$ cat src/handover_pkg.sv
// package of constants for the bus handover arbiter
// assumes one common clock shared by the cpu and both requesting masters
// Functional notes
// [RQ1] in maximum configuration the cpu offers bus handover on two shared request/grant lines instead of hold/ack.
// [RQ2] each handover is three pulses on one line: request, grant, release.
// [RQ3] a requester opens a handover with a single pulse while it does not own the bus.
// [RQ4] the cpu answers on the same line at the end of the current bus cycle or idle clock.
// [RQ5] at the grant the cpu has floated its bus outputs and detaches from the command decoder the next clock.
// [RQ6] while held off the execution unit keeps running queued instructions until it needs the bus or the queue empties.
// [RQ7] the requester ends its tenure with a second pulse and the cpu takes the bus back on the next clock.
// [RQ8] all pulses are driven and sampled on one common clock.
// [RQ9] line 0 wins over line 1 when both request in the same clock.
// [RQ10] a held-back line 1 request is granted one or two clocks after line 0 releases; the code adds two ST_XFER clocks and the latency floor, 6 clocks at least.
// [RQ11] a pending bus request is serviced ahead of a pending interrupt.
// [RQ12] in normal unlocked execution the grant follows the request by 3-6 clocks (16-bit) or 3-10 clocks (8-bit).
// [RQ13] a request during a locked interrupt acknowledge is granted after 15 clocks.
// [RQ14] during a locked swap the grant is delayed 24-31 clocks (16-bit) or 24-39 clocks (8-bit).
// [RQ15] on the 16-bit variant an odd-address word operand stretches the upper bounds to 10 and 39 clocks.
// [RQ16] the request/grant mechanism exists only when the configuration strap is tied low.
// [RQ17] every pulse is active low and one clock wide; between pulses the line floats high.
package handover_pkg;
  typedef enum logic [2:0] {
    ST_OWN = 3'b000,
    ST_WAIT = 3'b001,
    ST_GRANT = 3'b010,
    ST_HELD = 3'b011,
    ST_XFER = 3'b100
  } arb_state_type;
  localparam logic [5:0] LAT_MIN = 6'h03;
  localparam logic [5:0] LAT_NORM16 = 6'h06;
  localparam logic [5:0] LAT_NORM8 = 6'h0a;
  localparam logic [5:0] LAT_ODD16 = 6'h0a;
  localparam logic [5:0] LAT_ACK = 6'h0f;
  localparam logic [5:0] LAT_SWAP_MIN = 6'h18;
  localparam logic [5:0] LAT_SWAP16 = 6'h1f;
  localparam logic [5:0] LAT_SWAP8 = 6'h27;
  localparam logic [5:0] LAT_SWAP_ODD = 6'h27;
  localparam logic [1:0] XFER_DELAY = 2'h1;
endpackage : handover_pkg

$ cat src/pulse_catch.sv
`timescale 1ns/100ps
// catches an active-low one-clock pulse on a shared line
// assumes the line level is synchronous to clk
module pulse_catch (
  // clock and reset
  input wire logic clk,
  input wire logic sys_rst,
  // line
  input wire logic line_in,
  output logic pulse
);
  logic prev_r;
  // [RQ17] falling edge marks a pulse
  always_ff @(posedge clk) begin
    if (sys_rst) begin
      prev_r <= 1'b1;
    end else begin
      prev_r <= line_in;
    end
  end
  // [RQ8] sampled on common clock
  assign pulse = prev_r & ~line_in;
endmodule : pulse_catch

$ cat src/bus_handover.sv
`timescale 1ns/100ps
// cpu-side request/grant arbiter for two handover lines
// assumes both masters share clk; lines are open-drain, pulled high outside
module bus_handover #(
  parameter bit WIDE_BUS = 1'b1
) (
  // clock and reset
  input wire logic clk,
  input wire logic sys_rst,
  // configuration
  input wire logic configuration_strap,
  // cpu bus status
  input wire logic bus_cycle_end,
  input wire logic bus_idle,
  input wire logic locked_ack,
  input wire logic locked_swap,
  input wire logic odd_word,
  input wire logic irq_pending,
  input wire logic execution_unit_needs_bus,
  input wire logic queue_empty,
  // handover lines
  input wire logic handover_line_high_priority_in,
  output logic handover_line_high_priority_out,
  output logic handover_line_high_priority_oe,
  input wire logic handover_line_low_priority_in,
  output logic handover_line_low_priority_out,
  output logic handover_line_low_priority_oe,
  // cpu side
  output logic bus_float,
  output logic decoder_detach,
  output logic irq_take,
  output logic execution_unit_stall,
  output logic bus_takeover_acknowledge
);
  handover_pkg::arb_state_type state_r;
  logic [1:0] pend_r;
  logic owner_r;
  logic [5:0] wait_r;
  logic [5:0] floor_r;
  logic [1:0] xfer_r;
  logic grant_ok;
  logic [1:0] pulse;
  logic [1:0] req_seen;
  logic rel;
  logic max_mode;

  // [RQ16] mechanism only with strap low
  assign max_mode = ~configuration_strap;

  pulse_catch u_hi (.clk(clk), .sys_rst(sys_rst), .line_in(handover_line_high_priority_in), .pulse(pulse[0]));
  pulse_catch u_lo (.clk(clk), .sys_rst(sys_rst), .line_in(handover_line_low_priority_in), .pulse(pulse[1]));

  // [RQ17] own grant not a request
  // the cpu's grant pulls the line low too; without this mask it would re-arm its own request
  assign req_seen = pulse & ~{handover_line_low_priority_oe, handover_line_high_priority_oe};

  // [RQ7] release pulse from the current owner
  assign rel = (state_r == handover_pkg::ST_HELD) && pulse[owner_r];
  // [RQ4] grant only at cycle end or idle, and not before the latency floor
  assign grant_ok = (bus_cycle_end || bus_idle) && (wait_r >= floor_r);

  // [RQ3] pending requests latched except from the line holding the bus, set wins over clear
  always_ff @(posedge clk) begin
    if (sys_rst) begin
      pend_r <= 2'h0;
    end else if (!max_mode) begin
      pend_r <= 2'h0;
    end else begin
      for (int i = 0; i < 2; i++) begin
        if (req_seen[i] && !(state_r == handover_pkg::ST_HELD && owner_r == i[0])) begin
          pend_r[i] <= 1'b1;
        end else if (state_r == handover_pkg::ST_GRANT && owner_r == i[0]) begin
          pend_r[i] <= 1'b0;
        end
      end
    end
  end

  // [RQ12] latency counter; floor set by lock state on request
  always_ff @(posedge clk) begin
    if (sys_rst) begin
      wait_r <= 6'h00;
      floor_r <= handover_pkg::LAT_MIN;
    end else if (state_r == handover_pkg::ST_OWN || state_r == handover_pkg::ST_XFER) begin
      wait_r <= 6'h01;
      // [RQ13] locked acknowledge holds grant to 15 clocks
      if (locked_ack) begin
        floor_r <= handover_pkg::LAT_ACK;
      // [RQ14] locked swap holds grant to 24 clocks at least
      end else if (locked_swap) begin
        floor_r <= handover_pkg::LAT_SWAP_MIN;
      end else begin
        floor_r <= handover_pkg::LAT_MIN;
      end
    end else if (wait_r != 6'h3f) begin
      wait_r <= wait_r + 6'h01;
    end
  end

  // [RQ2] three-phase sequence
  always_ff @(posedge clk) begin
    if (sys_rst) begin
      state_r <= handover_pkg::ST_OWN;
      owner_r <= 1'b0;
      xfer_r <= 2'h0;
    end else begin
      case (state_r)
        handover_pkg::ST_OWN: begin
          // [RQ9] line 0 first
          if (max_mode && (pend_r[0] || req_seen[0])) begin
            owner_r <= 1'b0;
            state_r <= handover_pkg::ST_WAIT;
          end else if (max_mode && (pend_r[1] || req_seen[1])) begin
            owner_r <= 1'b1;
            state_r <= handover_pkg::ST_WAIT;
          end
        end
        handover_pkg::ST_WAIT: begin
          if (grant_ok) begin
            state_r <= handover_pkg::ST_GRANT;
          end
        end
        handover_pkg::ST_GRANT: begin
          state_r <= handover_pkg::ST_HELD;
        end
        handover_pkg::ST_HELD: begin
          if (rel) begin
            // [RQ10] waiting line 1 served after a short transfer gap
            if (owner_r == 1'b0 && pend_r[1]) begin
              state_r <= handover_pkg::ST_XFER;
              xfer_r <= handover_pkg::XFER_DELAY;
            end else begin
              state_r <= handover_pkg::ST_OWN;
            end
          end
        end
        handover_pkg::ST_XFER: begin
          if (xfer_r == 2'h0) begin
            owner_r <= 1'b1;
            state_r <= handover_pkg::ST_WAIT;
          end else begin
            xfer_r <= xfer_r - 2'h1;
          end
        end
        default: begin
          state_r <= handover_pkg::ST_OWN;
        end
      endcase
    end
  end

  // [RQ17] one-clock low grant pulse on owner line only
  always_ff @(posedge clk) begin
    if (sys_rst) begin
      handover_line_high_priority_oe <= 1'b0;
      handover_line_low_priority_oe <= 1'b0;
    end else begin
      handover_line_high_priority_oe <= (state_r == handover_pkg::ST_WAIT) && grant_ok && !owner_r;
      handover_line_low_priority_oe <= (state_r == handover_pkg::ST_WAIT) && grant_ok && owner_r;
    end
  end

  // driven value is always low; oe alone makes the pulse
  always_ff @(posedge clk) begin
    if (sys_rst) begin
      handover_line_high_priority_out <= 1'b0;
      handover_line_low_priority_out <= 1'b0;
    end else begin
      handover_line_high_priority_out <= 1'b0;
      handover_line_low_priority_out <= 1'b0;
    end
  end

  // [RQ5] float with grant, detach one clock later
  always_ff @(posedge clk) begin
    if (sys_rst) begin
      bus_float <= 1'b0;
      decoder_detach <= 1'b0;
      bus_takeover_acknowledge <= 1'b0;
    end else begin
      bus_float <= ((state_r == handover_pkg::ST_WAIT) && grant_ok) || (state_r == handover_pkg::ST_GRANT)
                   || ((state_r == handover_pkg::ST_HELD) && !rel);
      decoder_detach <= (state_r == handover_pkg::ST_GRANT) || ((state_r == handover_pkg::ST_HELD) && !rel);
      // [RQ1] acknowledge level while the bus is handed over
      bus_takeover_acknowledge <= (state_r == handover_pkg::ST_GRANT) || ((state_r == handover_pkg::ST_HELD) && !rel);
    end
  end

  // [RQ6] execution unit runs on from the queue while held
  // [RQ11] interrupts wait behind any bus request
  always_ff @(posedge clk) begin
    if (sys_rst) begin
      execution_unit_stall <= 1'b0;
      irq_take <= 1'b0;
    end else begin
      execution_unit_stall <= (state_r != handover_pkg::ST_OWN) && (execution_unit_needs_bus || queue_empty);
      irq_take <= irq_pending && (state_r == handover_pkg::ST_OWN) && !(|pend_r) && !(|req_seen);
    end
  end

  // latency ceiling for checking
  logic [5:0] ceil_lat;
  // [RQ15] odd word stretches ceilings
  always_comb begin
    if (floor_r == handover_pkg::LAT_ACK) begin
      ceil_lat = handover_pkg::LAT_ACK;
    end else if (floor_r == handover_pkg::LAT_SWAP_MIN) begin
      ceil_lat = WIDE_BUS ? (odd_word ? handover_pkg::LAT_SWAP_ODD : handover_pkg::LAT_SWAP16)
                          : handover_pkg::LAT_SWAP8;
    end else begin
      ceil_lat = WIDE_BUS ? (odd_word ? handover_pkg::LAT_ODD16 : handover_pkg::LAT_NORM16)
                          : handover_pkg::LAT_NORM8;
    end
  end

  // only idle clocks are bounded: a stretched bus cycle may legally push the grant past the ceiling
  lat_ceiling_a: assert property (@(posedge clk) disable iff (sys_rst) // [RQ15]
    (state_r == handover_pkg::ST_WAIT) && bus_idle && (wait_r >= ceil_lat) |-> grant_ok)
    else $error("grant later than latency ceiling");

  grant_single_a: assert property (@(posedge clk) disable iff (sys_rst)
    !(handover_line_high_priority_oe && handover_line_low_priority_oe)) else $error("both lines driven"); // [RQ9]
  grant_width_a: assert property (@(posedge clk) disable iff (sys_rst)
    handover_line_high_priority_oe |=> !handover_line_high_priority_oe) else $error("grant wider than one clock"); // [RQ17]
  detach_after_a: assert property (@(posedge clk) disable iff (sys_rst)
    $rose(handover_line_high_priority_oe) |=> decoder_detach) else $error("no detach after grant"); // [RQ5]
  float_grant_a: assert property (@(posedge clk) disable iff (sys_rst)
    handover_line_low_priority_oe |-> bus_float) else $error("grant without float"); // [RQ5]
  retake_bus_a: assert property (@(posedge clk) disable iff (sys_rst)
    rel && !pend_r[1] |=> ##1 !bus_float) else $error("bus not retaken after release"); // [RQ7]
  strap_off_a: assert property (@(posedge clk) disable iff (sys_rst)
    configuration_strap |-> ##1 (pend_r == 2'h0)) else $error("request held with strap high"); // [RQ16]
  grant_floor_a: assert property (@(posedge clk) disable iff (sys_rst)
    (state_r == handover_pkg::ST_WAIT && grant_ok) |-> wait_r >= handover_pkg::LAT_MIN)
    else $error("grant before three clocks"); // [RQ12]
  irq_behind_a: assert property (@(posedge clk) disable iff (sys_rst)
    (|pend_r) |=> !irq_take) else $error("interrupt ahead of bus request"); // [RQ11]
  xfer_gap_a: assert property (@(posedge clk) disable iff (sys_rst)
    state_r == handover_pkg::ST_XFER |-> ##2 state_r == handover_pkg::ST_WAIT) else $error("transfer gap wrong"); // [RQ10]
endmodule : bus_handover

$ cat config.mk
export PLATFORM = sky130hd
export DESIGN_NAME = bus_handover
export DESIGN_NICKNAME = d
export VERILOG_FILES = /design/src/handover_pkg.sv /design/src/pulse_catch.sv /design/src/bus_handover.sv
export SDC_FILE = /design/constraint.sdc
export NUM_CORES = 1
export LEC_CHECK = 0
export BUFFER_PORTS_ARGS = -buffer_cell sky130_fd_sc_hd__buf_2
export CAP_MARGIN = 10
export CORE_MARGIN = 2
export CORE_UTILIZATION = 25
export DETAILED_ROUTE_END_ITERATION = 8
export MAX_ROUTING_LAYER = met4
export SLEW_MARGIN = 10
export SYNTH_ARGS = -nofsm -noshare
export SYNTH_HDL_FRONTEND = slang
export SYNTH_SLANG_ARGS = --single-unit
export TNS_END_PERCENT = 20
$ cat constraint.sdc
create_clock -name clk -period 1.8 [get_ports clk]
set_input_delay 0.45 -clock clk [delete_from_list [all_inputs] [get_ports clk]]
set_output_delay 0.45 -clock clk [all_outputs]
set_load 0.05 [all_outputs]
# Word level (Yosys, flattened, before mapping)

Index checks and enable logic that the tools add are counted.

Add/sub/neg operators: 2
Order comparisons: 2
Equal/unequal tests: 11
Muxes and demuxes: 25
Bitwise operators: 8
Reduce and logical (&&, ||, !) cells: 48

Operator list:

| cell                  | number |
|---|---|
| $logic_and A1 B1 Y1   | 19 |
| $mux W3               | 6 |
| $pmux W3 S5           | 1 |
| $mux W1               | 11 |
| $mux W5               | 2 |
| $reduce_bool A2 Y1    | 5 |
| $logic_or A1 B1 Y1    | 8 |
| $ne A2 B2 Y1 const B  | 4 |
| $reduce_and A4 Y1     | 2 |
| $reduce_or A2 Y1      | 4 |
| $add A6 B1 Y6 const B | 1 |
| $eq A3 B2 Y1 const B  | 2 |
| $ge A6 B6 Y1          | 1 |
| $logic_not A1 Y1      | 6 |
| $mux W2               | 3 |
| $ne A6 B6 Y1 const B  | 1 |
| $not A1 Y1            | 4 |
| $pmux W2 S2           | 1 |
| $eq A3 B1 Y1 const B  | 1 |
| $eq A3 B3 Y1 const B  | 1 |
| $logic_not A3 Y1      | 1 |
| $ne A3 B3 Y1 const B  | 1 |
| $reduce_and A3 Y1     | 1 |
| $reduce_bool A3 Y1    | 1 |
| other kinds (8)       | 9 |

Bits in registers: 28

# Depth between registers and ports, before layout

Gate-level depths: netlist of run 1.

Word-level depth: 8
Mapped depth: 6
Gate-level depth less buffers: 6

# Hierarchy

From an unflattened synthesis of run 1, not the netlist that was laid out.

Cell total of the unflattened synthesis: 142
Area total of the unflattened synthesis: 1249.9 um^2

Modules (own cells, without submodules):

| module       | instances | cells each | area each (um^2) |
|---|---|---|---|
| bus_handover | 1         | 136        | 1179.9 |
| pulse_catch  | 2         | 3          | 35.0 |

# Worst setup path before layout of run 1

No wires, ideal clock.

Kind: reg2reg
Start point: register handover_line_high_priority_oe
End point: register state_r[0]
Setup time: 133 ps
Arrival time: 1543 ps
Data required time: 1667 ps
Setup slack: 125 ps
Cell stages (with the launch flop): 5
Buffers on the path: 0
Cell sequence: dfxtp_1 -> nor3b_2 -> or4_4 -> a221oi_2 -> a211oi_2

Cells in the longest elaborated chain, start to end: 6
Elaborated cells on any way between the ends: 8
Classes of those cells: eq/ne (1); mux (2); bitwise (2); reduce/logical (3)

RTL lines:

| element                                          | line                | RTL |
|---|---|---|
| start: declaration                               | bus_handover.sv:24  | `output logic handover_line_high_priority_oe,` |
| start signal: assignment                         | bus_handover.sv:158 | `handover_line_high_priority_oe <= (state_r == handover_pkg::ST_WAIT) && grant_ok && !owner_r;` |
| $not A2 Y2 (*)                                   | bus_handover.sv:55  | `assign req_seen = pulse & ~{handover_line_low_priority_oe, handover_line_high_priority_oe};` |
| $and A2 B2 Y2 (*)                                | bus_handover.sv:55  |  |
| $logic_or A1 B1 Y1 (*)                           | bus_handover.sv:110 | `if (max_mode && (pend_r[0] \|\| req_seen[0])) begin` |
| $logic_and A1 B1 Y1 (*)                          | bus_handover.sv:110 |  |
| $mux W3 or $ne A3 B3 Y1 (tied branches)          | --                  |  |
| $pmux W3 S5 or $reduce_and A4 Y1 (tied branches) | --                  |  |
| end signal: assignment                           | bus_handover.sv:112 | `state_r <= handover_pkg::ST_WAIT;` |
| end signal: assignment                           | bus_handover.sv:115 | `state_r <= handover_pkg::ST_WAIT;` |
| end signal: assignment                           | bus_handover.sv:120 | `state_r <= handover_pkg::ST_GRANT;` |
| end: declaration                                 | bus_handover.sv:35  | `handover_pkg::arb_state_type state_r;` |

Mark *: on every way between the ends. The rest lies on a longest branch, timed or not.
A chain may end at the register's enable or synchronous reset.

# Worst setup path after layout of run 1

Start point: register wait_r[0]
End point: register bus_float

Cells in the longest elaborated chain, start to end: 5

RTL lines:

| element                  | line                | RTL |
|---|---|---|
| start: declaration       | bus_handover.sv:38  | `logic [5:0] wait_r;` |
| start signal: assignment | bus_handover.sv:96  | `wait_r <= wait_r + 6'h01;` |
| $ge A6 B6 Y1             | bus_handover.sv:60  | `assign grant_ok = (bus_cycle_end \|\| bus_idle) && (wait_r >= floor_r);` |
| $logic_and A1 B1 Y1      | bus_handover.sv:60  |  |
| $logic_and A1 B1 Y1      | bus_handover.sv:181 | `bus_float <= ((state_r == handover_pkg::ST_WAIT) && grant_ok) \|\| (state_r == handover_pkg::ST_GRANT)` |
| $logic_or A1 B1 Y1       | bus_handover.sv:181 |  |
| $logic_or A1 B1 Y1       | bus_handover.sv:182 | `\|\| ((state_r == handover_pkg::ST_HELD) && !rel);` |
| end signal: assignment   | bus_handover.sv:181 |  |
| end: declaration         | bus_handover.sv:29  | `output logic bus_float,` |

Every way passes these cells.

==> summary.txt, run 1 <==
Outcome
  • Status: finished, final reports clean

Global route
  • Largest net degree at the start of global routing: 18
  • Initial antenna violation count: 0
  • Grt ovf: 0
  • First-pass GRT wire length: 4240 um
  • Vias in the first global route: 954
  • GR Util All Layers: 10.0%

Clock tree
  • Post-CTS Setup Bufs: 0
  • CTS Hold Buffers Added: 0
  • CTS tree: yes
  • Clock sink total: 26
  • Clk_lat worst skew: 270 ps
  • Post-CTS sizing: 0
  • CTS clk-pin slew, worst paths: 90 ps
  • CTS H-tree depth: 1
  • CTS buffer count: 3
  • Clock buffer depth: 2
  • Root buffer cell: clkbuf_8

Pwr
  • Leak pwr: 0.599 nW
  • Total power: 1.25 mW
  • Cell Pwr Density: 848 nW/um2
  • Peak supply drop: 0.596 mV

Synth
  • Post-synthesis async set-or-reset flop share: 0%
  • Syn. warnings: 0
  • Syn Inst Count: 142
  • Synth Area in Compound Gates: 15.8%
  • Synth top area share: 41.2%
  • Cell taking the most area after synthesis: dfxtp_1
  • Top post-synthesis cells by count: 26 x dfxtp_1, 14 x nor2_1, 9 x a21oi_1, 9 x nand2_1, 9 x nor3_1
  • Ys flop type: dfxtp_1
  • Top-count cell post-synth: dfxtp_1
  • Xor and xnor area share after synthesis: 1.39%
  • Dominant cells by area after synthesis: dfxtp_1 41%, ha_1 6.9%, nor2_1 4.2%
  • Seq cells post-synth: 26
  • Register area share after synthesis: 41.2%
  • Largest family of logic cells by synthesized area: simple AND/OR/NAND/NOR gates
  • Avg Inst Size Synth: 8.90 um2
  • Post-synthesis adder-cell area fraction: 6.93%
  • Synth cell types: 42
  • Simple-Gate Fraction of Synth Area: 25.9%
  • Netlist Area Pre-Place: 1260 um2
  • Post-synthesis mux area share: 2.38%
  • EDFF count, synth: 0

Cells and area
  • Footprint of the multi-input gates: 671 um2
  • Area grow syn2layout: 16.6%
  • FILL cells: 514
  • Register area: 520 um2
  • Final #Nets: 179
  • ANT cells: 0
  • Fraction of layout cells with a size suffix above 1: 19.6%

Critical path
  • Critical Path AT: 1710 ps
  • Critical path endpoint category: flop
  • CP Class: reg -> reg
  • CP max-delay cell: dfxtp_1
  • Startpoint Class: flop
  • Worst-path fanout max: 4
  • Worst Path Required: 1960 ps
  • FF-to-FF path depth: 6
  • Worst path max stage delay: 410 ps
  • Cells along the critical path: inv_1 > ha_1 > nand2b_1 > a21oi_1 > o21a_1 > o21bai_1

Floorplan
  • Chip width: 75.1 um
  • Row count: 25
  • Chip Height: 75.1 um
  • Num ports: 22
  • Core ar.: 4790 um2
  • Die ar.: 5640 um2
  • Starting Density: 26.4%

Run
  • # Max-Cap Violations: 0

STA
  • Unrepaired setup endpoints after global routing: no
  • Final Setup Violations: 0
  • Final critical-path share of the clock period: 85.7%
  • TNS Setup: 0 ps
  • Fmax achieved: 0.648 GHz
  • Final slew viol count: 0
  • Post-layout min period: 1540 ps
  • Fin. Hold Viols: 0
  • Worst setup skew after layout: 4.16 ps

Place
  • Routability cong.: 0.788
  • Post-detail-place hpwl: 1890 um
  • Port bufs: 18

Min path
  • Worst hold path cell count: 2
  • Hold Crit Class: in -> reg

Routing
  • Detailed Route WL: 2440 um
  • WL/cell: 10.9 um
  • DRT iter0 DRCs: 57
  • DRC: 0
  • Final ANT Viol Nets: 0
  • Via/cell ratio: 4.48
  • Vias: 1,008
  • DRT Pass-1 Iters: 4
[critical path, delay by kind of cell (launching register included)]
kind                     cells  cell delay (ps)
adder cells (fa/ha/maj)      1              280
AO/OA/AOI/OAI                3              540
AND/OR/NAND/NOR              1              140
buffers and inverters        1               70
flip-flops                   1              410
[kinds of logic (layout without fill, tap and decap cells)]
family | after synthesis | in the layout
and+or+nand+nor | 60 | 60
AOI/OAI and AO/OA | 27 | 27
DFF | 26 | 26
buffers and inverters | 16 | 31
adders and majority gates | 7 | 7
muxes | 3 | 3
xor gates and xnor gates | 2 | 2
other | 1 | 2
[path summary, 6_finish.rpt]
| check | from | to | slack (ps) |
|---|---|---|---|
| max reg2reg | wait_r[0] | bus_float | 260 |
| max | wait_r[0] | bus_float | 260 |
| min reg2reg | floor_r[4] | floor_r[4] | 460 |
| min | handover_line_low_priority_in | u_lo.prev_r | 380 |
[placed cells by master (no fill, tap or decap), types with 2 or more instances in the layout]
cell and n:
dfxtp_1 26, buf_2 18, nor2_1 14, nor3_1 9, nand2_1 9, a21oi_1 9
inv_1 8, ha_1 7, nand3_1 5, nor3b_1 4, a211oi_1 3, nand2b_1 3
mux2i_1 3, nor4_1 3, clkbuf_8 3, o21ai_0 2, and3_1 2, o21bai_1 2
a221oi_2 2, or2_2 2, conb_1 2
[through the flow]
| stage | setup WS [ps] | hold WS (ps) | cell area [um2] | utilization, % | instances |
|---|---|---|---|---|---|
| global route | 138 | 385 | 1470 | 30.8 | 225 |
| CTS | 252 | 381 | 1470 | 30.8 | 225 |
| floorplan | 125 | 432 | 1270 | - | 143 |
| finish | 258 | 381 | 1470 | 30.8 | 225 |
| detailed placement | 201 | 447 | 1400 | 29.3 | 221 |
| global placement | 223 | 440 | 1400 | 29.3 | 221 |
[flip-flops by register name, indices dropped and copies added, names as in the netlist]
name	cells
bus_float	1
bus_takeover_acknowledge	1
execution_unit_stall	1
floor_r	4
handover_line_high_priority_oe	1
handover_line_low_priority_oe	1
irq_take	1
owner_r	1
pend_r	2
state_r	3
u_hi.prev_r	1
u_lo.prev_r	1
wait_r	6
xfer_r	2
[routing by layer]
layer,vias to the layer above,share of wire (%),track usage (%)
met5,-,0,-
met4,0,0.41,1.19
met3,2,3.8,3.35
met2,15,46,15.8
met1,460,50,12.8
li1,531,-,-
[where the power goes]
part	switching, mW	internal [mW]
Clock	0.187	0.298
Sequential	0.0210	0.597
Combinational	0.0901	0.0577
[final cells by class]
class                           count  share of cell area, %
Clock buffer                        3                   2.80
Clock inverter                      1                   2.04
Inverter                            8                   2.04
Multi-Input combinational cell    101                   45.5
Sequential cell                    26                   35.3
Tap cell                           67                   5.69
Timing Repair Buffer               19                   6.62
No activity file was read; power rests on OpenSTA's default activity.
==> run 2: changes to the inputs <==
--- a/config.mk
+++ b/config.mk
@@ -9,6 +9,7 @@
 export CAP_MARGIN = 10
 export CORE_MARGIN = 2
 export CORE_UTILIZATION = 25
+export CTS_BUF_LIST = sky130_fd_sc_hd__clkbuf_2
 export DETAILED_ROUTE_END_ITERATION = 8
 export MAX_ROUTING_LAYER = met4
 export SLEW_MARGIN = 10
==> constraint.sdc (replaced) <==
create_clock -name clk -period 2 [get_ports clk]
set_input_delay 0.5 -clock clk [delete_from_list [all_inputs] [get_ports clk]]
set_output_delay 0.5 -clock clk [all_outputs]
set_load 0.05 [all_outputs]
==> summary.txt, run 2 (synthesized netlist as in run 1, its figures left out) <==
Routing
  • Detailed Route WL: 2560 um
  • WL/cell: 11.4 um
  • DRC: 0
  • DRT iter0 DRCs: 31
  • Final ANT Viol Nets: 0
  • Vias: 1,031
  • DRT Pass-1 Iters: 4
  • Via/cell ratio: 4.60

Critical path
  • Setup crit start: wait_r[3]
  • FF-to-FF path depth: 5
  • Crit path capture: bus_float
  • Reg2Reg Setup Slack: 430 ps
  • Critical path endpoint category: flop
  • Worst r2r dst: bus_float
  • Critical Path AT: 1830 ps
  • Worst Path Required: 2260 ps
  • CP Class: reg -> reg
  • Crit Reg-Reg Startpoint: wait_r[3]
  • Worst-path fanout max: 5
  • Startpoint Class: flop

Global route
  • Vias in the first global route: 987
  • GR Util All Layers: 10.2%
  • Largest net degree at the start of global routing: 18
  • First-pass GRT wire length: 4350 um
  • Grt ovf: 0
  • Initial antenna violation count: 0

STA
  • TNS Setup: 0 ps
  • Worst setup skew after layout: 3.00 ps
  • Fin. Hold Viols: 0
  • Final critical-path share of the clock period: 78.5%
  • Setup ws final: 431 ps
  • Final slew viol count: 0
  • Unrepaired setup endpoints after global routing: no
  • Post-layout min period: 1570 ps
  • Final Setup Violations: 0
  • Fmax achieved: 0.637 GHz

Place
  • Port bufs: 18
  • Pre-CTS setup slack: 355 ps
  • Routability cong.: 0.790
  • Post-detail-place hpwl: 1960 um

Pwr
  • Total power: 0.884 mW
  • Leak pwr: 0.576 nW
  • Cell Pwr Density: 624 nW/um2
  • Peak supply drop: 0.227 mV

Cells and area
  • Max FFs per register: 6
  • Biggest regs: wait_r (6), floor_r (4), state_r (3)
  • Final #Nets: 179
  • ANT cells: 0
  • FILL cells: 523
  • Most flops, register: wait_r
  • Layout Utilization: 29.6%
  • Fraction of layout cells with a size suffix above 1: 19.1%
  • Area grow syn2layout: 12.2%
  • Commonest non-fill, non-tap cells in the layout: 26 x dfxtp_1, 18 x buf_2, 14 x nor2_1
  • Most common cell after layout, fill and taps aside: dfxtp_1

Min path
  • Worst hold path cell count: 2
  • Hold Crit Class: in -> reg

Clock tree
  • CTS Hold Buffers Added: 0
  • CTS clk-pin slew, worst paths: 230 ps
  • CTS buffer count: 3
  • Clock sink total: 26
  • Clk_lat worst skew: 340 ps
  • Root buffer cell: clkbuf_2
  • CTS H-tree depth: 1
  • Post-CTS sizing: 0
  • Clock buffer depth: 2
  • CTS tree: yes
  • Post-CTS Setup Bufs: 0

Floorplan
  • Num ports: 22
  • Chip width: 75.1 um
  • Row count: 25
  • Starting Density: 26.4%
  • Chip Height: 75.1 um
  • Die ar.: 5640 um2
  • Core ar.: 4790 um2

Run
  • # Max-Cap Violations: 0

Outcome
  • Status: finished, final reports clean
[run 2: cell type report]
| cell class | count | area [um2] | area share, % |
|---|---|---|---|
| Tap cell | 67 | 83.8 | 5.91 |
| Timing Repair Buffer | 19 | 97.6 | 6.88 |
| Inverter | 8 | 30.0 | 2.12 |
| Multi-Input combinational cell | 101 | 671 | 47.3 |
| Sequential cell | 26 | 520 | 36.7 |
| Clock buffer | 3 | 15.0 | 1.06 |
[run 2: per-layer routing]
metal | wire [um] | vias up | global-route usage, %
li1 | - | 537 | -
met4 | 13 | 0 | 2.38
met1 | 1240 | 471 | 12.9
met5 | 0 | - | -
met2 | 1200 | 21 | 16.7
met3 | 104 | 2 | 2.14
[run 2: per-stage QoR]
step | hold slack (ps) | cell area [um2] | cells
6_report | 338 | 1420 | 224
5_1_grt | 306 | 1420 | 224
4_1_cts | 320 | 1420 | 224
3_5_place_dp | 448 | 1400 | 221
3_3_place_gp | 441 | 1400 | 221
2_1_floorplan | 432 | 1270 | 143
[run 2: worst max-delay path, stage by stage, from the launching register on]
cell	delay (ps)
dfxtp_1	480
ha_1	280
a21o_1	180
a211oi_1	230
o21a_1	230
o21bai_1	90
[run 2: worst min path at each step]
stage,startpoint,end,slack (ps)
final,configuration_strap,pend_r[1],340
after global placement,xfer_r[1],xfer_r[1],440
after CTS,configuration_strap,pend_r[1],320
after detailed placement,floor_r[2],floor_r[2],450
after global routing,configuration_strap,pend_r[1],310
after floorplan,xfer_r[1],xfer_r[1],430
[run 2: power by group]
| part | leakage [nW] | internal [mW] | switching (mW) |
|---|---|---|---|
| clock | 0.0125 | 0.0408 | 0.152 |
| combinational | 0.351 | 0.0518 | 0.0820 |
| sequential | 0.212 | 0.539 | 0.0190 |
==> run 3: changes to the inputs <==
==> constraint.sdc (replaced) <==
create_clock -name clk -period 1.45 [get_ports clk]
set_input_delay 0.3625 -clock clk [delete_from_list [all_inputs] [get_ports clk]]
set_output_delay 0.3625 -clock clk [all_outputs]
set_load 0.05 [all_outputs]
==> summary.txt, run 3 (synthesized netlist as in run 1, its figures left out) <==
Outcome
  • Status: finished, final reports clean

Critical path
  • Worst-path fanout max: 3
  • Worst Path Required: 1720 ps
  • CP max-delay cell: or4_4
  • Critical Path AT: 1710 ps
  • Startpoint Class: flop
  • Worst path max stage delay: 510 ps
  • Cells along the critical path: nor3b_2 > or4_4 > a221oi_2 > a211oi_2
  • CP Class: reg -> reg
  • Critical path endpoint category: flop

Routing
  • DRT Pass-1 Iters: 4
  • Final ANT Viol Nets: 0
  • Detailed Route WL: 2700 um
  • Via/cell ratio: 4.55
  • WL/cell: 11.3 um
  • DRT iter0 DRCs: 33
  • Vias: 1,082
  • DRC: 0

Cells and area
  • ANT cells: 0
  • Max FFs per register: 6
  • Final #Nets: 192
  • Commonest non-fill, non-tap cells in the layout: 18 x buf_2, 16 x dfxtp_1, 14 x nor2_1
  • Area grow syn2layout: 25.6%
  • Post-Layout Cell Count: 238
  • FILL cells: 508
  • Most flops, register: wait_r
  • Biggest regs: wait_r (6), floor_r (4), state_r (3)
  • Fraction of layout cells with a size suffix above 1: 35.7%
  • Final Instance Area: 1590 um2
  • Most common cell after layout, fill and taps aside: buf_2

STA
  • Final critical-path share of the clock period: 99.6%
  • Fmax achieved: 0.693 GHz
  • Final slew viol count: 0
  • Post-layout min period: 1440 ps
  • Fin. Hold Viols: 0
  • Final Setup Violations: 0
  • Unrepaired setup endpoints after global routing: yes
  • Worst setup skew after layout: 7.95 ps

Run
  • # Max-Cap Violations: 0

Global route
  • GR Util All Layers: 10.6%
  • Initial antenna violation count: 0
  • Grt ovf: 0
  • Largest net degree at the start of global routing: 15
  • First-pass GRT wire length: 4510 um
  • Vias in the first global route: 989

Clock tree
  • CTS tree: yes
  • CTS Hold Buffers Added: 0
  • Clock buffer depth: 2
  • Root buffer cell: clkbuf_2
  • Clock sink total: 26
  • CTS buffer count: 3
  • CTS H-tree depth: 1
  • Clk_lat worst skew: 350 ps
  • CTS clk-pin slew, worst paths: 250 ps

Floorplan
  • Row count: 25
  • Die ar.: 5640 um2
  • Chip Height: 75.1 um
  • Starting Density: 26.4%
  • Core ar.: 4790 um2
  • Chip width: 75.1 um
  • Num ports: 22

Pwr
  • Cell Pwr Density: 795 nW/um2
  • Peak supply drop: 0.271 mV
  • Leak pwr: 0.650 nW

Place
  • Placed cell count: 233
  • Port bufs: 18
  • Placed inst area: 1510 um2
  • Post-detail-place hpwl: 2000 um
  • Routability cong.: 0.816

Min path
  • Hold Crit Class: in -> reg
## run 3: cell types whose count changed in the layout (fill, tap and decap cells not counted), moves of 2 or more
cell and delta:
buf_4 +12, dfxtp_4 +2, dfxtp_1 -10, ha_1 -2
dfxtp_2 +8
## run 3: final cells by class
| type | count | area (um2) | share of cell area, % |
|---|---|---|---|
| clock buffers | 3 | 15.0 | 0.946 |
| clock inverters | 1 | 3.75 | 0.236 |
| inverters | 8 | 30.0 | 1.89 |
| multi-input cells | 101 | 709 | 44.7 |
| flip-flops and latches | 26 | 538 | 33.9 |
| well taps | 67 | 83.8 | 5.28 |
| repair buffers | 32 | 208 | 13.1 |
## run 3: final timing paths
check	depth (start not counted)	slack [ps]	startpoint	endpoint
hold / removal	2	200	handover_line_low_priority_in	u_lo.prev_r
setup / recovery	4	6	u_hi.prev_r	state_r[0]
setup reg to reg	4	6	u_hi.prev_r	state_r[0]
hold reg to reg	2	470	floor_r[2]	floor_r[2]
## run 3: through the flow
stage / total power [mW] / hold WS, ps / setup TNS [ps] / setup slack (ps) / utilization (%)
floorplan: 0.920 / 432 / 0 / 25.0 / -
global placement: 0.985 / 439 / -18.9 / -11.7 / 31.6
detailed placement: 0.989 / 449 / -24.9 / -13.7 / 31.6
CTS: 1.27 / 194 / 0 / 2.27 / 32.4
global route: 1.33 / 163 / -69.1 / -30.9 / 33.2
finish: 1.26 / 201 / 0 / 6.17 / 33.2
## run 3: repair_timing
item | in CTS | in global routing
buffers inserted | 0 | 1
hold endpoints to repair | 0 | 0
gates resized for setup | 4 | 12
setup endpoints to repair | 4 | 11
pin swaps | 2 | 5
## run 3: worst max-delay path, delay by kind of cell (launching register included)
family          cells  cell delay (ps)
compound gates      2              340
flops               1              370
simple gates        2              660
## run 3: power by group
| group | internal (mW) | switching (mW) | leakage (nW) | total (mW) |
|---|---|---|---|---|
| clock | 0.0599 | 0.216 | 0.0140 | 0.275 |
| combinational | 0.0955 | 0.124 | 0.420 | 0.219 |
| sequential | 0.743 | 0.0249 | 0.216 | 0.768 |
## run 3: per-layer routing
| layer | up-vias | wire [um] | global-route usage, % |
|---|---|---|---|
| met5 | - | 0 | - |
| met4 | 0 | 29 | 2.98 |
| met3 | 5 | 76 | 2.01 |
| met2 | 15 | 1240 | 15.9 |
| met1 | 502 | 1360 | 14.4 |
| li1 | 560 | - | - |
